==> config.mk <==
export PLATFORM = sky130hd
export DESIGN_NAME = autorange_ratio_control
export DESIGN_NICKNAME = d
export VERILOG_FILES = /design/src/verilog/autorange_ratio_control.v /design/src/verilog/count_accum.v
export VERILOG_INCLUDE_DIRS = /design/src /design/src/verilog
export SDC_FILE = /design/constraint.sdc
export NUM_CORES = 1
export LEC_CHECK = 0
export ABC_AREA = 1
export BUFFER_PORTS_ARGS = -buffer_cell sky130_fd_sc_hd__buf_2
export CORE_ASPECT_RATIO = 0.6
export CORE_UTILIZATION = 45
export CTS_CLUSTER_DIAMETER = 150
export DETAILED_ROUTE_END_ITERATION = 8
export HOLD_SLACK_MARGIN = 0.05
export PLACE_DENSITY = 0.76
export SLEW_MARGIN = 25
export SYNTH_ARGS = -nofsm -noshare
export SYNTH_HDL_FRONTEND = slang
export SYNTH_SLANG_ARGS = --single-unit
==> constraint.sdc <==
create_clock -name clk_sys -period 3.81 [get_ports clk_sys]
set_input_delay 0.5715 -clock clk_sys [delete_from_list [all_inputs] [get_ports clk_sys]]
set_output_delay 0.5715 -clock clk_sys [all_outputs]
set_load 0.005 [all_outputs]
==> src/verilog/autorange_defs.vh <==
// Constants for the autorange and ratio control block.
// Assumes one 100 MHz clock and an AXI4-Lite master with 32-bit data.
// Behaviour
// - Ratio mode sign is positive when input and reference polarities agree.
// - Negative external reference drives the reversal relay on.
// - Reference gain is unity up to 10.5 V, 0.1 from 10.5 to 100 V.
// - Ratio mode: up-range above 180,000 counts, down-range below 14,000.
// - Range commands load an up/down counter stepped by auto-range clock pulses.
// - Input polarity picks the +10 V or -10 V reference and the sign.
// - Samples are counts of 12 MHz pulses; full scale is 199,000.
// - Counts are accumulated and shown as 5 1/2 digits and as BCD.
// - Automatic ranging only in auto mode, driven only by detector commands; in ratio mode a step also lifts the 2 V range to 20 V.
// - With no input in auto mode the range settles at 2 V; in ratio mode it settles at 20 V.
// - Voltage mode: reading above 195,000 counts steps one range up.
// - Voltage mode: reading below 12,000 counts steps one range down.
// - Ratio auto ranging uses only the 20 V, 200 V and 1000 V ranges.
// - Range is one of four: 2, 20, 200, 1000 V full scale.
// - Up-range on the 1000 V range has no effect.
`ifndef AUTORANGE_DEFS_VH
`define AUTORANGE_DEFS_VH

`define REG_CTRL 8'h00
`define REG_STATUS 8'h04
`define REG_READING 8'h08
`define REG_BCD 8'h0C

`define CTRL_AUTO 0
`define CTRL_RATIO 1
`define CTRL_MRANGE_LO 4
`define CTRL_RESET 32'h0000_0000

`define RANGE_2V 2'h0
`define RANGE_20V 2'h1
`define RANGE_200V 2'h2
`define RANGE_1000V 2'h3

`define FULL_SCALE 18'h3_0958
`define VOLT_UP_LIM 18'h2_F9B8
`define VOLT_DN_LIM 18'h0_2EE0
`define RATIO_UP_LIM 18'h2_BF20
`define RATIO_DN_LIM 18'h0_36B0

`define RESP_OKAY 2'h0
`define RESP_SLVERR 2'h2

`endif

==> src/verilog/autorange_ratio_control.v <==
// Range and ratio control with AXI4-Lite registers.
// Assumes front-end detector levels and pulses are synchronous to clk_sys.
`include "autorange_defs.vh"
`default_nettype none
module autorange_ratio_control (
    input wire clk_sys,
    input wire rst_n,
    input wire [7:0] s_axi_awaddr,
    input wire s_axi_awvalid,
    output wire s_axi_awready,
    input wire [31:0] s_axi_wdata,
    input wire [3:0] s_axi_wstrb,
    input wire s_axi_wvalid,
    output wire s_axi_wready,
    output reg [1:0] s_axi_bresp,
    output reg s_axi_bvalid,
    input wire s_axi_bready,
    input wire [7:0] s_axi_araddr,
    input wire s_axi_arvalid,
    output wire s_axi_arready,
    output reg [31:0] s_axi_rdata,
    output reg [1:0] s_axi_rresp,
    output reg s_axi_rvalid,
    input wire s_axi_rready,
    input wire sample_gate,
    input wire count_pulse,
    input wire input_negative,
    input wire external_reference_input_negative,
    input wire external_reference_input_above_lim,
    input wire auto_step_pulse,
    output reg [1:0] range_ff,
    output reg [3:0] range_sel_ff,
    output reg pos_ref_sel_ff,
    output reg neg_ref_sel_ff,
    output reg reversal_relay_ff,
    output reg ref_gain_div10_ff,
    output reg display_negative_ff,
    output reg [23:0] bcd_out_ff,
    output reg reading_valid_ff
);
    // Control register fields
    reg [31:0] ctrl_ff;
    wire auto_en;
    wire ratio_mode;
    wire [1:0] manual_range;

    assign auto_en = ctrl_ff[`CTRL_AUTO];
    assign ratio_mode = ctrl_ff[`CTRL_RATIO];
    assign manual_range = ctrl_ff[`CTRL_MRANGE_LO +: 2];

    // Write channel capture
    reg aw_got_ff;
    reg w_got_ff;
    reg [7:0] waddr_ff;
    reg [31:0] wdata_ff;
    reg [3:0] wstrb_ff;
    wire aw_take;
    wire w_take;
    wire [7:0] wr_addr;
    wire [31:0] wr_data;
    wire [3:0] wr_strb;
    wire wr_fire;

    assign s_axi_awready = ~aw_got_ff & ~s_axi_bvalid;
    assign s_axi_wready = ~w_got_ff & ~s_axi_bvalid;
    assign aw_take = s_axi_awvalid & s_axi_awready;
    assign w_take = s_axi_wvalid & s_axi_wready;
    assign wr_addr = aw_got_ff ? waddr_ff : s_axi_awaddr;
    assign wr_data = w_got_ff ? wdata_ff : s_axi_wdata;
    assign wr_strb = w_got_ff ? wstrb_ff : s_axi_wstrb;
    assign wr_fire = (aw_got_ff | aw_take) & (w_got_ff | w_take);

    // Read channel
    assign s_axi_arready = ~s_axi_rvalid;

    // Measurement path
    wire [17:0] count_now;
    wire [23:0] bcd_now;
    wire sample_done;
    reg sign_latch_ff;
    reg [17:0] reading_ff;
    reg overrange_ff;

    count_accum u_accum (
        .clk_sys(clk_sys),
        .rst_n(rst_n),
        .gate(sample_gate),
        .pulse(count_pulse),
        .count_ff(count_now),
        .bcd_ff(bcd_now),
        .done_ff(sample_done)
    );

    // Range command detectors on the finished count
    wire [17:0] up_lim;
    wire [17:0] dn_lim;
    wire up_cmd;
    wire dn_cmd;
    wire [1:0] floor_range;

    assign up_lim = ratio_mode ? `RATIO_UP_LIM : `VOLT_UP_LIM;
    assign dn_lim = ratio_mode ? `RATIO_DN_LIM : `VOLT_DN_LIM;
    assign up_cmd = count_now > up_lim;
    assign dn_cmd = count_now < dn_lim;
    // Ratio autoranging never uses the 2 V range
    assign floor_range = ratio_mode ? `RANGE_20V : `RANGE_2V;

    // Pending step: one per finished sample, spent on the step clock
    reg up_pend_ff;
    reg dn_pend_ff;
    reg nxt_up_pend;
    reg nxt_dn_pend;
    reg [1:0] nxt_range;

    always @* begin
        nxt_up_pend = up_pend_ff;
        nxt_dn_pend = dn_pend_ff;
        nxt_range = range_ff;
        if (!auto_en) begin
            nxt_up_pend = 1'b0;
            nxt_dn_pend = 1'b0;
            nxt_range = manual_range;
        end else begin
            if (auto_step_pulse) begin
                if (range_ff < floor_range) begin
                    nxt_range = floor_range;
                end else if (up_pend_ff && range_ff != `RANGE_1000V) begin
                    nxt_range = range_ff + 2'h1;
                end else if (dn_pend_ff && range_ff > floor_range) begin
                    nxt_range = range_ff - 2'h1;
                end
                nxt_up_pend = 1'b0;
                nxt_dn_pend = 1'b0;
            end
            // New command wins over the clear by the step clock
            if (sample_done) begin
                nxt_up_pend = up_cmd;
                nxt_dn_pend = dn_cmd & ~up_cmd;
            end
        end
    end

    // Range state
    always @(posedge clk_sys) begin
        if (!rst_n) begin
            range_ff <= `RANGE_2V;
            range_sel_ff <= 4'h1;
            up_pend_ff <= 1'b0;
            dn_pend_ff <= 1'b0;
        end else begin
            range_ff <= nxt_range;
            range_sel_ff <= 4'h1 << nxt_range;
            up_pend_ff <= nxt_up_pend;
            dn_pend_ff <= nxt_dn_pend;
        end
    end

    // Ratio sign is the quotient's sign; the gate freezes it at its end
    reg nxt_sign;

    always @* begin
        nxt_sign = sign_latch_ff;
        if (sample_gate) begin
            if (ratio_mode) begin
                nxt_sign = input_negative ^ external_reference_input_negative;
            end else begin
                nxt_sign = input_negative;
            end
        end
    end

    // Reference selection and sign
    always @(posedge clk_sys) begin
        if (!rst_n) begin
            pos_ref_sel_ff <= 1'b1;
            neg_ref_sel_ff <= 1'b0;
            reversal_relay_ff <= 1'b0;
            ref_gain_div10_ff <= 1'b0;
            sign_latch_ff <= 1'b0;
            display_negative_ff <= 1'b0;
        end else begin
            pos_ref_sel_ff <= ~input_negative;
            neg_ref_sel_ff <= input_negative;
            reversal_relay_ff <= external_reference_input_negative;
            ref_gain_div10_ff <= external_reference_input_above_lim;
            // Sign held from the end of the gate, not mid-sample
            sign_latch_ff <= nxt_sign;
            if (sample_done) begin
                display_negative_ff <= sign_latch_ff;
            end
        end
    end

    // Reading outputs
    always @(posedge clk_sys) begin
        if (!rst_n) begin
            reading_ff <= 18'h0_0000;
            bcd_out_ff <= 24'h00_0000;
            reading_valid_ff <= 1'b0;
            overrange_ff <= 1'b0;
        end else begin
            reading_valid_ff <= sample_done;
            if (sample_done) begin
                reading_ff <= count_now;
                bcd_out_ff <= bcd_now;
                overrange_ff <= count_now > `FULL_SCALE;
            end
        end
    end

    // Write decode; the read-only words accept and drop writes
    reg wr_is_ctrl;
    reg wr_is_ro;
    wire [7:0] wr_word;

    assign wr_word = {wr_addr[7:2], 2'h0};

    always @* begin
        wr_is_ctrl = 1'b0;
        wr_is_ro = 1'b0;
        if (wr_word == `REG_CTRL) begin
            wr_is_ctrl = 1'b1;
        end else if (wr_word == `REG_STATUS) begin
            wr_is_ro = 1'b1;
        end else if (wr_word == `REG_READING) begin
            wr_is_ro = 1'b1;
        end else if (wr_word == `REG_BCD) begin
            wr_is_ro = 1'b1;
        end
    end

    // Write side
    always @(posedge clk_sys) begin
        if (!rst_n) begin
            aw_got_ff <= 1'b0;
            w_got_ff <= 1'b0;
            waddr_ff <= 8'h00;
            wdata_ff <= 32'h0000_0000;
            wstrb_ff <= 4'h0;
            s_axi_bvalid <= 1'b0;
            s_axi_bresp <= `RESP_OKAY;
            ctrl_ff <= `CTRL_RESET;
        end else begin
            if (aw_take) begin
                waddr_ff <= s_axi_awaddr;
            end
            if (w_take) begin
                wdata_ff <= s_axi_wdata;
                wstrb_ff <= s_axi_wstrb;
            end
            if (wr_fire) begin
                aw_got_ff <= 1'b0;
                w_got_ff <= 1'b0;
                s_axi_bvalid <= 1'b1;
                if (wr_is_ctrl) begin
                    s_axi_bresp <= `RESP_OKAY;
                    // Only the low byte holds writable fields
                    if (wr_strb[0]) begin
                        ctrl_ff <= {26'h000_0000, wr_data[5:4], 2'h0,
                                    wr_data[1:0]};
                    end
                end else if (wr_is_ro) begin
                    s_axi_bresp <= `RESP_OKAY;
                end else begin
                    s_axi_bresp <= `RESP_SLVERR;
                end
            end else begin
                if (aw_take) begin
                    aw_got_ff <= 1'b1;
                end
                if (w_take) begin
                    w_got_ff <= 1'b1;
                end
                if (s_axi_bvalid && s_axi_bready) begin
                    s_axi_bvalid <= 1'b0;
                end
            end
        end
    end

    // Read side
    wire [31:0] status_word;

    assign status_word = {19'h0_0000, overrange_ff, display_negative_ff,
                          ref_gain_div10_ff, reversal_relay_ff,
                          neg_ref_sel_ff, up_pend_ff, dn_pend_ff,
                          range_sel_ff, range_ff};

    reg [31:0] nxt_rdata;
    reg [1:0] nxt_rresp;
    wire [7:0] rd_word;

    assign rd_word = {s_axi_araddr[7:2], 2'h0};

    // Unmapped words read as zero with an error response
    always @* begin
        nxt_rdata = 32'h0000_0000;
        nxt_rresp = `RESP_OKAY;
        if (rd_word == `REG_CTRL) begin
            nxt_rdata = ctrl_ff;
        end else if (rd_word == `REG_STATUS) begin
            nxt_rdata = status_word;
        end else if (rd_word == `REG_READING) begin
            nxt_rdata = {14'h0000, reading_ff};
        end else if (rd_word == `REG_BCD) begin
            nxt_rdata = {8'h00, bcd_out_ff};
        end else begin
            nxt_rresp = `RESP_SLVERR;
        end
    end

    always @(posedge clk_sys) begin
        if (!rst_n) begin
            s_axi_rvalid <= 1'b0;
            s_axi_rdata <= 32'h0000_0000;
            s_axi_rresp <= `RESP_OKAY;
        end else if (s_axi_arvalid && s_axi_arready) begin
            s_axi_rvalid <= 1'b1;
            s_axi_rresp <= nxt_rresp;
            s_axi_rdata <= nxt_rdata;
        end else if (s_axi_rvalid && s_axi_rready) begin
            s_axi_rvalid <= 1'b0;
        end
    end
endmodule
`default_nettype wire

==> src/verilog/count_accum.v <==
// Pulse accumulator: binary and BCD counts of converter pulses.
// Assumes gate and pulse are synchronous to clk_sys.
`default_nettype none
module count_accum (
    input wire clk_sys,
    input wire rst_n,
    input wire gate,
    input wire pulse,
    output reg [17:0] count_ff,
    output reg [23:0] bcd_ff,
    output reg done_ff
);
    reg gate_ff;
    reg [17:0] bin_ff;
    wire start;
    wire stop;
    wire [6:0] carry;
    wire [23:0] bcd_now;
    genvar g;

    assign start = gate & ~gate_ff;
    assign stop = ~gate & gate_ff;
    assign carry[0] = pulse & gate & ~start;

    // One BCD digit per stage, ripple carry on nine
    generate
        for (g = 0; g < 6; g = g + 1) begin : dig
            reg [3:0] dig_ff;
            wire at9;
            assign at9 = (dig_ff == 4'h9);
            assign carry[g + 1] = carry[g] & at9;
            assign bcd_now[g * 4 +: 4] = dig_ff;
            always @(posedge clk_sys) begin
                if (!rst_n || start) begin
                    dig_ff <= 4'h0;
                end else if (carry[g]) begin
                    dig_ff <= at9 ? 4'h0 : dig_ff + 4'h1;
                end
            end
        end
    endgenerate

    // Binary count saturates so an overload never wraps to a small reading; the BCD digits wrap past 999999
    always @(posedge clk_sys) begin
        if (!rst_n) begin
            gate_ff <= 1'b0;
            bin_ff <= 18'h0_0000;
            count_ff <= 18'h0_0000;
            bcd_ff <= 24'h00_0000;
            done_ff <= 1'b0;
        end else begin
            gate_ff <= gate;
            done_ff <= stop;
            if (start) begin
                bin_ff <= 18'h0_0000;
            end else if (carry[0] && bin_ff != 18'h3_FFFF) begin
                bin_ff <= bin_ff + 18'h0_0001;
            end
            if (stop) begin
                count_ff <= bin_ff;
                bcd_ff <= bcd_now;
            end
        end
    end
endmodule
`default_nettype wire

# Yosys cells after proc, flatten, opt, wreduce, memory -nomap -nowiden
# Cells that the tools add are included.
[op_classes] n_lt_le_gt_ge=5 shift=1 n_bitwise=28 n_addsub=9 muxes=40 n_reduce_logical=17 eq_ne=14
[op_table] op="two-way mux 24 bit" count=4
[op_table] op="adder 4 x 1 -> 4 bit (second input constant)" count=6
[op_table] op="== test 4 bit (second input constant)" count=6
[op_table] op="== test 6 x 2 -> 1 bit (second input constant)" count=4
[op_table] op="two-way mux 4 bit" count=6
[op_table] op="two-way mux 2 bit" count=11
[op_table] op="adder 18 x 1 -> 18 bit (second input constant)" count=1
[op_table] op="> comparator 18 bit" count=1
[op_table] op="> comparator 18 bit (second input constant)" count=1
[op_table] op="< comparator 18 x 14 -> 1 bit" count=1
[op_table] op="inequality test 18 bit (second input constant)" count=1
[op_table] op="logical NOT 8 bit" count=2
[op_table] op="bitwise AND 1 bit" count=15
[op_table] op="two-way mux 1 bit" count=15
[op_table] op="two-way mux 15 bit" count=1
[op_table] op="two-way mux 13 bit" count=1
[op_table] op="== test 6 x 1 -> 1 bit (second input constant)" count=2
[op_table] op="NOT 1 bit" count=10
[op_table] op="two-way mux 8 bit" count=1
[op_table] op="logical AND 1 bit" count=6
[op_table] op="two-way mux 6 bit" count=1
[op_table] op="nonzero test 2 bit" count=3
[op_table] op="OR reduction 2 bit" count=2
[op_table] op="<< shifter 1 x 2 -> 4 bit (first input constant)" count=1
[op_table] op="11 further kinds" count=12
[word_totals] input_bits=65 elab_cells=150 output_inout_bits=77 reg_bits=203

# Depth between registers and ports, before layout
# Gate-level depths: netlist of the first run.
[logic_depth] word_depth=9 depth_mapped=12 depth_no_buf=12

# Hierarchy
# A second synthesis of the first run with hierarchy kept.
[unflattened] cells_unflattened=1190 area_unflattened_um2=8643.3
[modules_own_cells] mod="autorange_ratio_control" cells_each=676 seq_area_each_um2=2062.0 area_per_inst_um2=4882.2 instances=1
[modules_own_cells] mod="count_accum" cells_each=514 seq_area_each_um2=1721.7 area_per_inst_um2=3761.1 instances=1

# Worst setup path after synthesis of the first run
# OpenSTA, ideal clock, no wires.
[synth_path] path_type="input-to-reg" from="input s_axi_araddr[5]" to="register s_axi_rdata[5]" path_stages=8 setup_slack_ps=2142 n_path_buf=1 required_time_ps=3740 t_arrival_ps=1598 setup_ps=70 path_cell_list="nor2_2 -> inv_1 -> nor3_2 -> clkbuf_1 -> nand2_1 -> nand4_1 -> nand2_1 -> a21oi_1"
[synth_via] elab_chain_len=5 elab_cells_between_ends=8 classes_between="3 x eq/ne; 4 x mux; 1 x reduce/logical"
[synth_rtl] element="start: declaration" line="autorange_ratio_control.v:18" rtl="input wire [7:0] s_axi_araddr,"
[synth_rtl] element="== test 6 x 2 -> 1 bit (no line)"
[synth_rtl] element="two-way mux 24 bit" line="autorange_ratio_control.v:305" rtl="end else if (rd_word == `REG_BCD) begin"
[synth_rtl] element="two-way mux 24 bit" line="autorange_ratio_control.v:303" rtl="end else if (rd_word == `REG_READING) begin"
[synth_rtl] element="two-way mux 24 bit" line="autorange_ratio_control.v:301" rtl="end else if (rd_word == `REG_STATUS) begin"
[synth_rtl] element="two-way mux 24 bit (*)" line="autorange_ratio_control.v:299" rtl="if (rd_word == `REG_CTRL) begin"
[synth_rtl] element="end signal: assignment" line="autorange_ratio_control.v:320" rtl="s_axi_rdata <= nxt_rdata;"
[synth_rtl] element="end: declaration" line="autorange_ratio_control.v:21" rtl="output reg [31:0] s_axi_rdata,"
# Every way passes the cells marked *; elsewhere a longest branch is shown, timed or not.
# A chain may end at the register's enable or synchronous reset.

# Worst setup path after layout of the first run
[layout_path] from="register u_accum.bin_ff[0]" to="register u_accum.bin_ff[3]"
[layout_via] elab_chain_len=2 elab_cells_between_ends=3 classes_between="1 x add/sub; 1 x eq/ne; 1 x reduce/logical"
[layout_rtl] element="start: declaration" line="count_accum.v:14" rtl="reg [17:0] bin_ff;"
[layout_rtl] element="start signal: assignment" line="count_accum.v:57" rtl="bin_ff <= bin_ff + 18'h0_0001;"
[layout_rtl] element="parallel branches: the longest is 2 deep, another holds adder 18 x 1 -> 18 bit"
# Parallel ways; which one is timed is not known.

==> results.cfg, run 1 <==
[floorplanning]
die_h_um = 107
dieArea_mm2 = 0.0188
io_pins = 142
initial_utilization = 0.469
core-area_mm2 = 0.0175
placementRows = 37
dieWidth_um = 176

[detailed_routing]
drt_pass1_iterations = 6
drt-vias-per-instance = 5.24
drt_wl_total_mm = 21.2
dr_total_vias = 7670
routedWlPerCell_um = 14.5
antenna_left = 0
drtIter0Drc = 741
drcViolationCount = 0

[cells_and_area]
final_util = 0.539
finalNetCount = 1296
syn_to_final_growth_pct = 14.8
antenna-diode-count = 0
drive_above_1_share = 0.128
nFillCells = 1693
final_area_mm2 = 0.00944

[timing]
hold_slack_ps = 342
rsz0062_at_grt = false
period_needed_ps = 2210
relSlewSlack = 0.400
setup_violations = 0
period_share = 0.580
drv_slew = 0
fmax_mhz = 452
hold_violations = 0
tightest_slew_ps = 900
tns_ps = 0
fin_skew_ps = 14.1

[clocking]
htreeDepth = 4
cts_tree = done
clk_path_buf_depth = 2
cts_hold_buf = 0
cts_buffers = 17
cts.repair.resized = 0
ctsRootBufferMaster = clkbuf_16
cts.clk_slew.worst_paths_ps = 80
post_cts_buffers = 0
cts_sinks = 189
insertion_delay_ps = 440

[yosys]
synthDistinctLibCells = 39
synth_top_area_frac = 0.461
ys_seq_area_frac = 0.461
synth_edf_count = 0
yosysWarnings = 0
syn_inst = 1142
synth_area_leader_cell = dfxtp_1
synthArstFlopShare = 0
ys.flop_type = dfxtp_1
synth_area_per_cell_um2 = 7.19
netlist_area_mm2 = 0.00822
synth_area_leaders = dfxtp_1 46%, nand2_1 11%, a21oi_1 8.5%, o21ai_0 7.9%, nor2_1 6.1%
ys_seq_elements = 189

[place]
dp_hpwl_mm = 15.1
dpl_cell_area_mm2 = 0.00883
port_buffers = 96
gp_congestion = 0.881

[critical_path]
cp.arrival_ps = 2500
r2r_slack_ps = 1600
criticalPathCategory = reg -> reg
cp_slowest_cell = dfxtp_1
critPathTopFamily = simple AND/OR/NAND/NOR gates
end_kind = flop
start_kind = flop
crit_fanout = 17
cpPeakStageDelay_ps = 460
cp.required_ps = 4100
critPathBufInv = 1
path_cells = ha_1 > nand3_2 > nor2_4 > nand3_2 > o21ai_4 > inv_2 > nand2_1 > a21oi_1
cpMostUsedCell = nand3_2

[flow_run]
cap_violations = 0

[global_routing]
grt_max_degree = 109
grt_pass1_wl_mm = 34.5
antenna_found_initial = 0
overflow = 0
first_global_vias = 6884
track_usage = 0.231

[power_and_ir_drop]
ir_drop_v = 0.000341
power.leakage_nw = 3.95
p_per_area_mw_per_mm2 = 445

[min_path]
hp-class = in -> reg

[outcome]
outcome = finished clean
-- path summary, 6_finish.rpt --
| check | start | cells after the start | to |
|---|---|---|---|
| worst max-delay path | u_accum.bin_ff[0] | 8 | u_accum.bin_ff[3] |
| worst min-delay path | external_reference_input_above_lim | 3 | ref_gain_div10_ff |
| worst max register to register | u_accum.bin_ff[0] | 8 | u_accum.bin_ff[3] |
| worst min register to register | ctrl_ff[4] | 2 | ctrl_ff[4] |
-- power breakdown --
group	total [mW]	switching, mW	internal, mW
sequential	2.09	0.0512	2.04
combinational	0.278	0.186	0.0915
clock	1.83	0.839	0.992
-- cells in the final DEF, fill, tap and decap left out, drive strengths merged --
cell type | Yosys | routed
o21bai | 2 | 2
inv | 117 | 123
nand4 | 19 | 19
nor2 | 138 | 138
a211oi | 2 | 2
xnor2 | 1 | 1
nor3 | 15 | 15
o21a | 1 | 1
nor3b | 2 | 2
nand3 | 51 | 51
xor2 | 15 | 15
clkinv | 3 | 5
nand2 | 234 | 234
bufinv | 0 | 2
conb | 1 | 10
o211ai | 4 | 4
clkbuf | 39 | 17
ha | 13 | 13
a221oi | 1 | 1
nand3b | 1 | 1
a21oi | 139 | 139
dfxtp | 189 | 189
o21ai | 132 | 132
a31oi | 1 | 1
o32ai | 1 | 1
and3 | 2 | 2
or2 | 1 | 1
buf | 18 | 105
clkinvlp | 0 | 5
-- cell usage after synthesis, drive strengths merged, types with 2 or more instances --
library cell and n:
nand2 234, dfxtp 189, a21oi 139, nor2 138, o21ai 132, inv 117
nand3 51, clkbuf 39, nand4 19, buf 18, nor3 15, xor2 15
ha 13, o211ai 4, clkinv 3, a211oi 2, and3 2, nor3b 2
o21bai 2
-- per-stage QoR --
step	worst slack (ps)	cells	power [mW]
2_1_floorplan	2140	1151	2.31
4_1_cts	1630	1465	4.21
6_report	1600	1465	4.20
5_1_grt	1470	1465	4.35
3_3_place_gp	1420	1433	2.40
3_5_place_dp	1390	1433	2.41
-- routing by layer --
metal | track usage | wire (um) | vias up
li1 | - | - | 3853
met1 | 0.351 | 11000 | 3522
met2 | 0.331 | 8520 | 270
met3 | 0.0433 | 1420 | 25
met4 | 0.0573 | 197 | 0
met5 | 0 | 0 | -
-- sequential cells by signal (all words and copies together) (netlist names), 2 cells and up --
register,cells
u_accum.count_ff,18
wdata_ff,4
u_accum.bcd_ff,24
reading_ff,18
range_sel_ff,4
waddr_ff,6
ctrl_ff,4
bcd_out_ff,24
range_ff,2
s_axi_rdata,24
u_accum.dig.dig_ff,24
u_accum.bin_ff,18
-- cells by family after synthesis --
| group | after synthesis | share of synthesized area |
|---|---|---|
| AOI/OAI and AO/OA | 283 | 0.178 |
| xor gates and xnor gates | 16 | 0.0171 |
| adders and majority gates | 13 | 0.0198 |
| buffers and inverters | 177 | 0.0879 |
| DFF | 189 | 0.461 |
| other | 1 | 0.000456 |
| and+or+nand+nor | 463 | 0.237 |
-- layout make-up --
cell class                      instances  area [um^2]  area share
Sequential cell                       189         3780       0.401
Multi-Input combinational cell        785         3750       0.398
Timing Repair Buffer                  105          548      0.0581
Inverter                              120          452      0.0479
Clock buffer                           17          425      0.0451
Tap cell                              234          293      0.0310
Clock inverter                         15          183      0.0194
-- worst register-to-register path, stage by stage (launching register included) --
cell and delay [ps]:
dfxtp_1 460, ha_1 260, nand3_2 140, nor2_4 190
nand3_2 130, o21ai_4 440, inv_2 260, nand2_1 120
a21oi_1 60
Power figures use the tool's default switching activity.
==> run 2, diff against run 1 <==
--- a/config.mk
+++ b/config.mk
@@ -6,14 +6,14 @@
 export SDC_FILE = /design/constraint.sdc
 export NUM_CORES = 1
 export LEC_CHECK = 0
-export ABC_AREA = 1
+export ABC_AREA = 0
 export BUFFER_PORTS_ARGS = -buffer_cell sky130_fd_sc_hd__buf_2
 export CORE_ASPECT_RATIO = 0.6
 export CORE_UTILIZATION = 45
 export CTS_CLUSTER_DIAMETER = 150
 export DETAILED_ROUTE_END_ITERATION = 8
 export HOLD_SLACK_MARGIN = 0.05
-export PLACE_DENSITY = 0.76
+export PLACE_DENSITY = 0.79
 export SLEW_MARGIN = 25
 export SYNTH_ARGS = -nofsm -noshare
 export SYNTH_HDL_FRONTEND = slang
==> constraint.sdc (replaced) <==
create_clock -name clk_sys -period 2 [get_ports clk_sys]
set_input_delay 0.3 -clock clk_sys [delete_from_list [all_inputs] [get_ports clk_sys]]
set_output_delay 0.3 -clock clk_sys [all_outputs]
set_load 0.005 [all_outputs]
==> run 2 against run 1 <==
  * Hold slack got worse by 250 ps
  * Non-clock buffer count increased by 15
  * Combinational power increased by 46%
  * Highest routed layer unchanged
==> results.cfg, run 2 <==
[outcome]
outcome = finished clean

[power_and_ir_drop]
p_int_mw = 5.89
p_comb_frac = 0.053
switching_share = 0.238
pwr-share-clk = 0.450
power.leakage_nw = 3.61
total_power_mw = 7.73
p_per_area_mw_per_mm2 = 817
switchingPower_mw = 1.84
ir_drop_v = 0.000506
pwr-share-seq = 0.497

[floorplanning]
dieWidth_um = 175
initial_utilization = 0.465
io_pins = 142
placementRows = 37
core-area_mm2 = 0.0174
die_h_um = 106
dieArea_mm2 = 0.0185

[clocking]
cts_hold_buf = 0
cts_tree = done
cts_buffers = 17
htreeDepth = 4
post_cts_buffers = 0
clk_path_buf_depth = 2
insertion_delay_ps = 430
cts.clk_slew.worst_paths_ps = 70
cts_sinks = 189
ctsRootBufferMaster = clkbuf_16

[cells_and_area]
multi_input_area_mm2 = 0.00400
ff_latch_area_mm2 = 0.00378
nFillCells = 1526
syn_to_final_growth_pct = 17.2
final_common_cell = dfxtp_1
layout_common_cells = 188 x dfxtp_1, 127 x nor2_1, 119 x nand2_1, 96 x buf_2, 72 x a21oi_1
drive_above_1_share = 0.182
finalNetCount = 1069
antenna-diode-count = 0

[timing]
period_needed_ps = 1880
hold_violations = 0
relSlewSlack = 0.596
drv_slew = 0
setup_violations = 0
fin_skew_ps = 10.3
fmax_mhz = 532
tightest_slew_ps = 604
tns_ps = 0
rsz0062_at_grt = false
period_share = 0.940

[yosys]
synthArstFlopShare = 0
synth_area_leader_cell = dfxtp_1
ys_seq_area_frac = 0.469
yosys.area_share.simple = 0.214
synth_top_family_by_area = simple AND/OR/NAND/NOR gates
ys.flop_type = dfxtp_1
yosysMostFrequentCell = dfxtp_1
synth-xor-area-share = 0.0315
synth_area_per_cell_um2 = 8.90
yosysWarnings = 0
synthTopCellsByCount = 189 x dfxtp_1, 127 x nor2_1, 119 x nand2_1
synth_area_leaders = dfxtp_1 47%, mux2i_1 7.9%, nor2_1 5.9%, nand2_1 5.5%, a21oi_1 4.5%
muxShareOfSynthArea = 0.111
synthAdderAreaFrac = 0.0201
netlist_area_mm2 = 0.00807
ys_seq_elements = 189
synth_compound_area_frac = 0.112
synth_top_area_frac = 0.469
synth_edf_count = 0
synthDistinctLibCells = 59
syn_inst = 907

[critical_path]
start_kind = flop
cp_slowest_cell = or4_1
end_kind = flop
cp.arrival_ps = 2220
cp.required_ps = 2340
criticalPathCategory = reg -> reg
crit_fanout = 6
cpPeakStageDelay_ps = 580
path_cells = o41ai_2 > o21ai_1 > or4_1 > buf_4 > o31ai_1

[place]
port_buffers = 96
dp_hpwl_mm = 14.2
gp_congestion = 0.871

[global_routing]
antenna_found_initial = 0
track_usage = 0.222
grt_max_degree = 65
overflow = 0
first_global_vias = 6283
grt_pass1_wl_mm = 32.5

[detailed_routing]
drcViolationCount = 0
dr_total_vias = 6782
drt_pass1_iterations = 5
drt_wl_total_mm = 20.0
antenna_left = 0
routedWlPerCell_um = 16.1
drtIter0Drc = 620
drt-vias-per-instance = 5.48

[min_path]
hp-class = in -> reg

[flow_run]
cap_violations = 0
[run 2: cell count changes in the layout (fill, tap and decap cells not counted), sizes merged, moves of 11 or more]
| cell | previous run | this run |
|---|---|---|
| o21ai | 132 | 17 |
| nand3 | 51 | 21 |
| a21oi | 139 | 72 |
| nor2 | 138 | 127 |
| buf | 105 | 120 |
| nor2b | 0 | 17 |
| xnor2 | 1 | 14 |
| mux2i | 0 | 64 |
| a22oi | 0 | 19 |
| inv | 123 | 19 |
| mux2 | 0 | 15 |
| nand2 | 234 | 119 |
[run 2: critical path: cells and delay by family, from the launching register on]
kind | cells | cell delay [ps]
compound gates | 3 | 690
simple gates | 1 | 580
flops | 1 | 320
buf+inv | 1 | 190
[run 2: kinds of logic after synthesis]
group / Yosys count
AOI/OAI and AO/OA: 145
xor gates and xnor gates: 29
adders and majority gates: 13
buffers and inverters: 78
DFF: 189
muxes: 83
other: 1
and+or+nand+nor: 369
[run 2: per-layer routing]
| layer | vias to the layer above | wire length (um) | GRT usage |
|---|---|---|---|
| li1 | 3296 | - | - |
| met2 | 219 | 8280 | 0.314 |
| met3 | 31 | 1470 | 0.0545 |
| met1 | 3236 | 9890 | 0.329 |
| met4 | 0 | 332 | 0.0689 |
| met5 | - | 0 | 0 |
[run 2: final cells by class]
type	count	share of cell area
clock inverter	13	0.0186
timing repair buffer	120	0.0751
tap	234	0.0309
multi-input combinational	649	0.423
clock buffer	18	0.0464
sequential	189	0.400
inverter	14	0.00582
[run 2: what timing repair did]
item / in CTS / in global routing
endpoints found under the hold margin: 0 / 0
setup endpoints to repair: 0 / 3
gates resized for setup: 0 / 2
[run 2: power groups by stage]
| stage | combinational [mW] | sequential (mW) | clock [mW] |
|---|---|---|---|
| 2_1_floorplan | 0.278 | 3.92 | 0 |
| 3_3_place_gp | 0.391 | 3.93 | 0 |
| 3_5_place_dp | 0.395 | 3.93 | 0 |
| 4_1_cts | 0.403 | 3.84 | 3.51 |
| 5_1_grt | 0.442 | 3.85 | 3.69 |
| 6_report | 0.406 | 3.84 | 3.48 |
[run 2: final timing paths]
path	end	startpoint	cells after the start	slack, ps
setup / recovery	ctrl_ff[4]	waddr_ff[4]	5	120
hold / removal	ref_gain_div10_ff	external_reference_input_above_lim	2	90
setup reg to reg	ctrl_ff[4]	waddr_ff[4]	5	120
hold reg to reg	s_axi_rdata[16]	s_axi_rdata[16]	2	460
[run 2: per-stage QoR]
stage / util / area (um^2) / hold slack, ps / std cells / setup slack, ps
final: 0.545 / 9460 / 88.4 / 1237 / 119
after detailed placement: 0.509 / 8840 / 446 / 1206 / 133
after floorplan: - / 8110 / 396 / 916 / 267
after global routing: 0.545 / 9460 / 82.9 / 1237 / 2.28
after global placement: 0.509 / 8840 / 440 / 1206 / 174
after CTS: 0.545 / 9460 / 78.1 / 1237 / 92.4
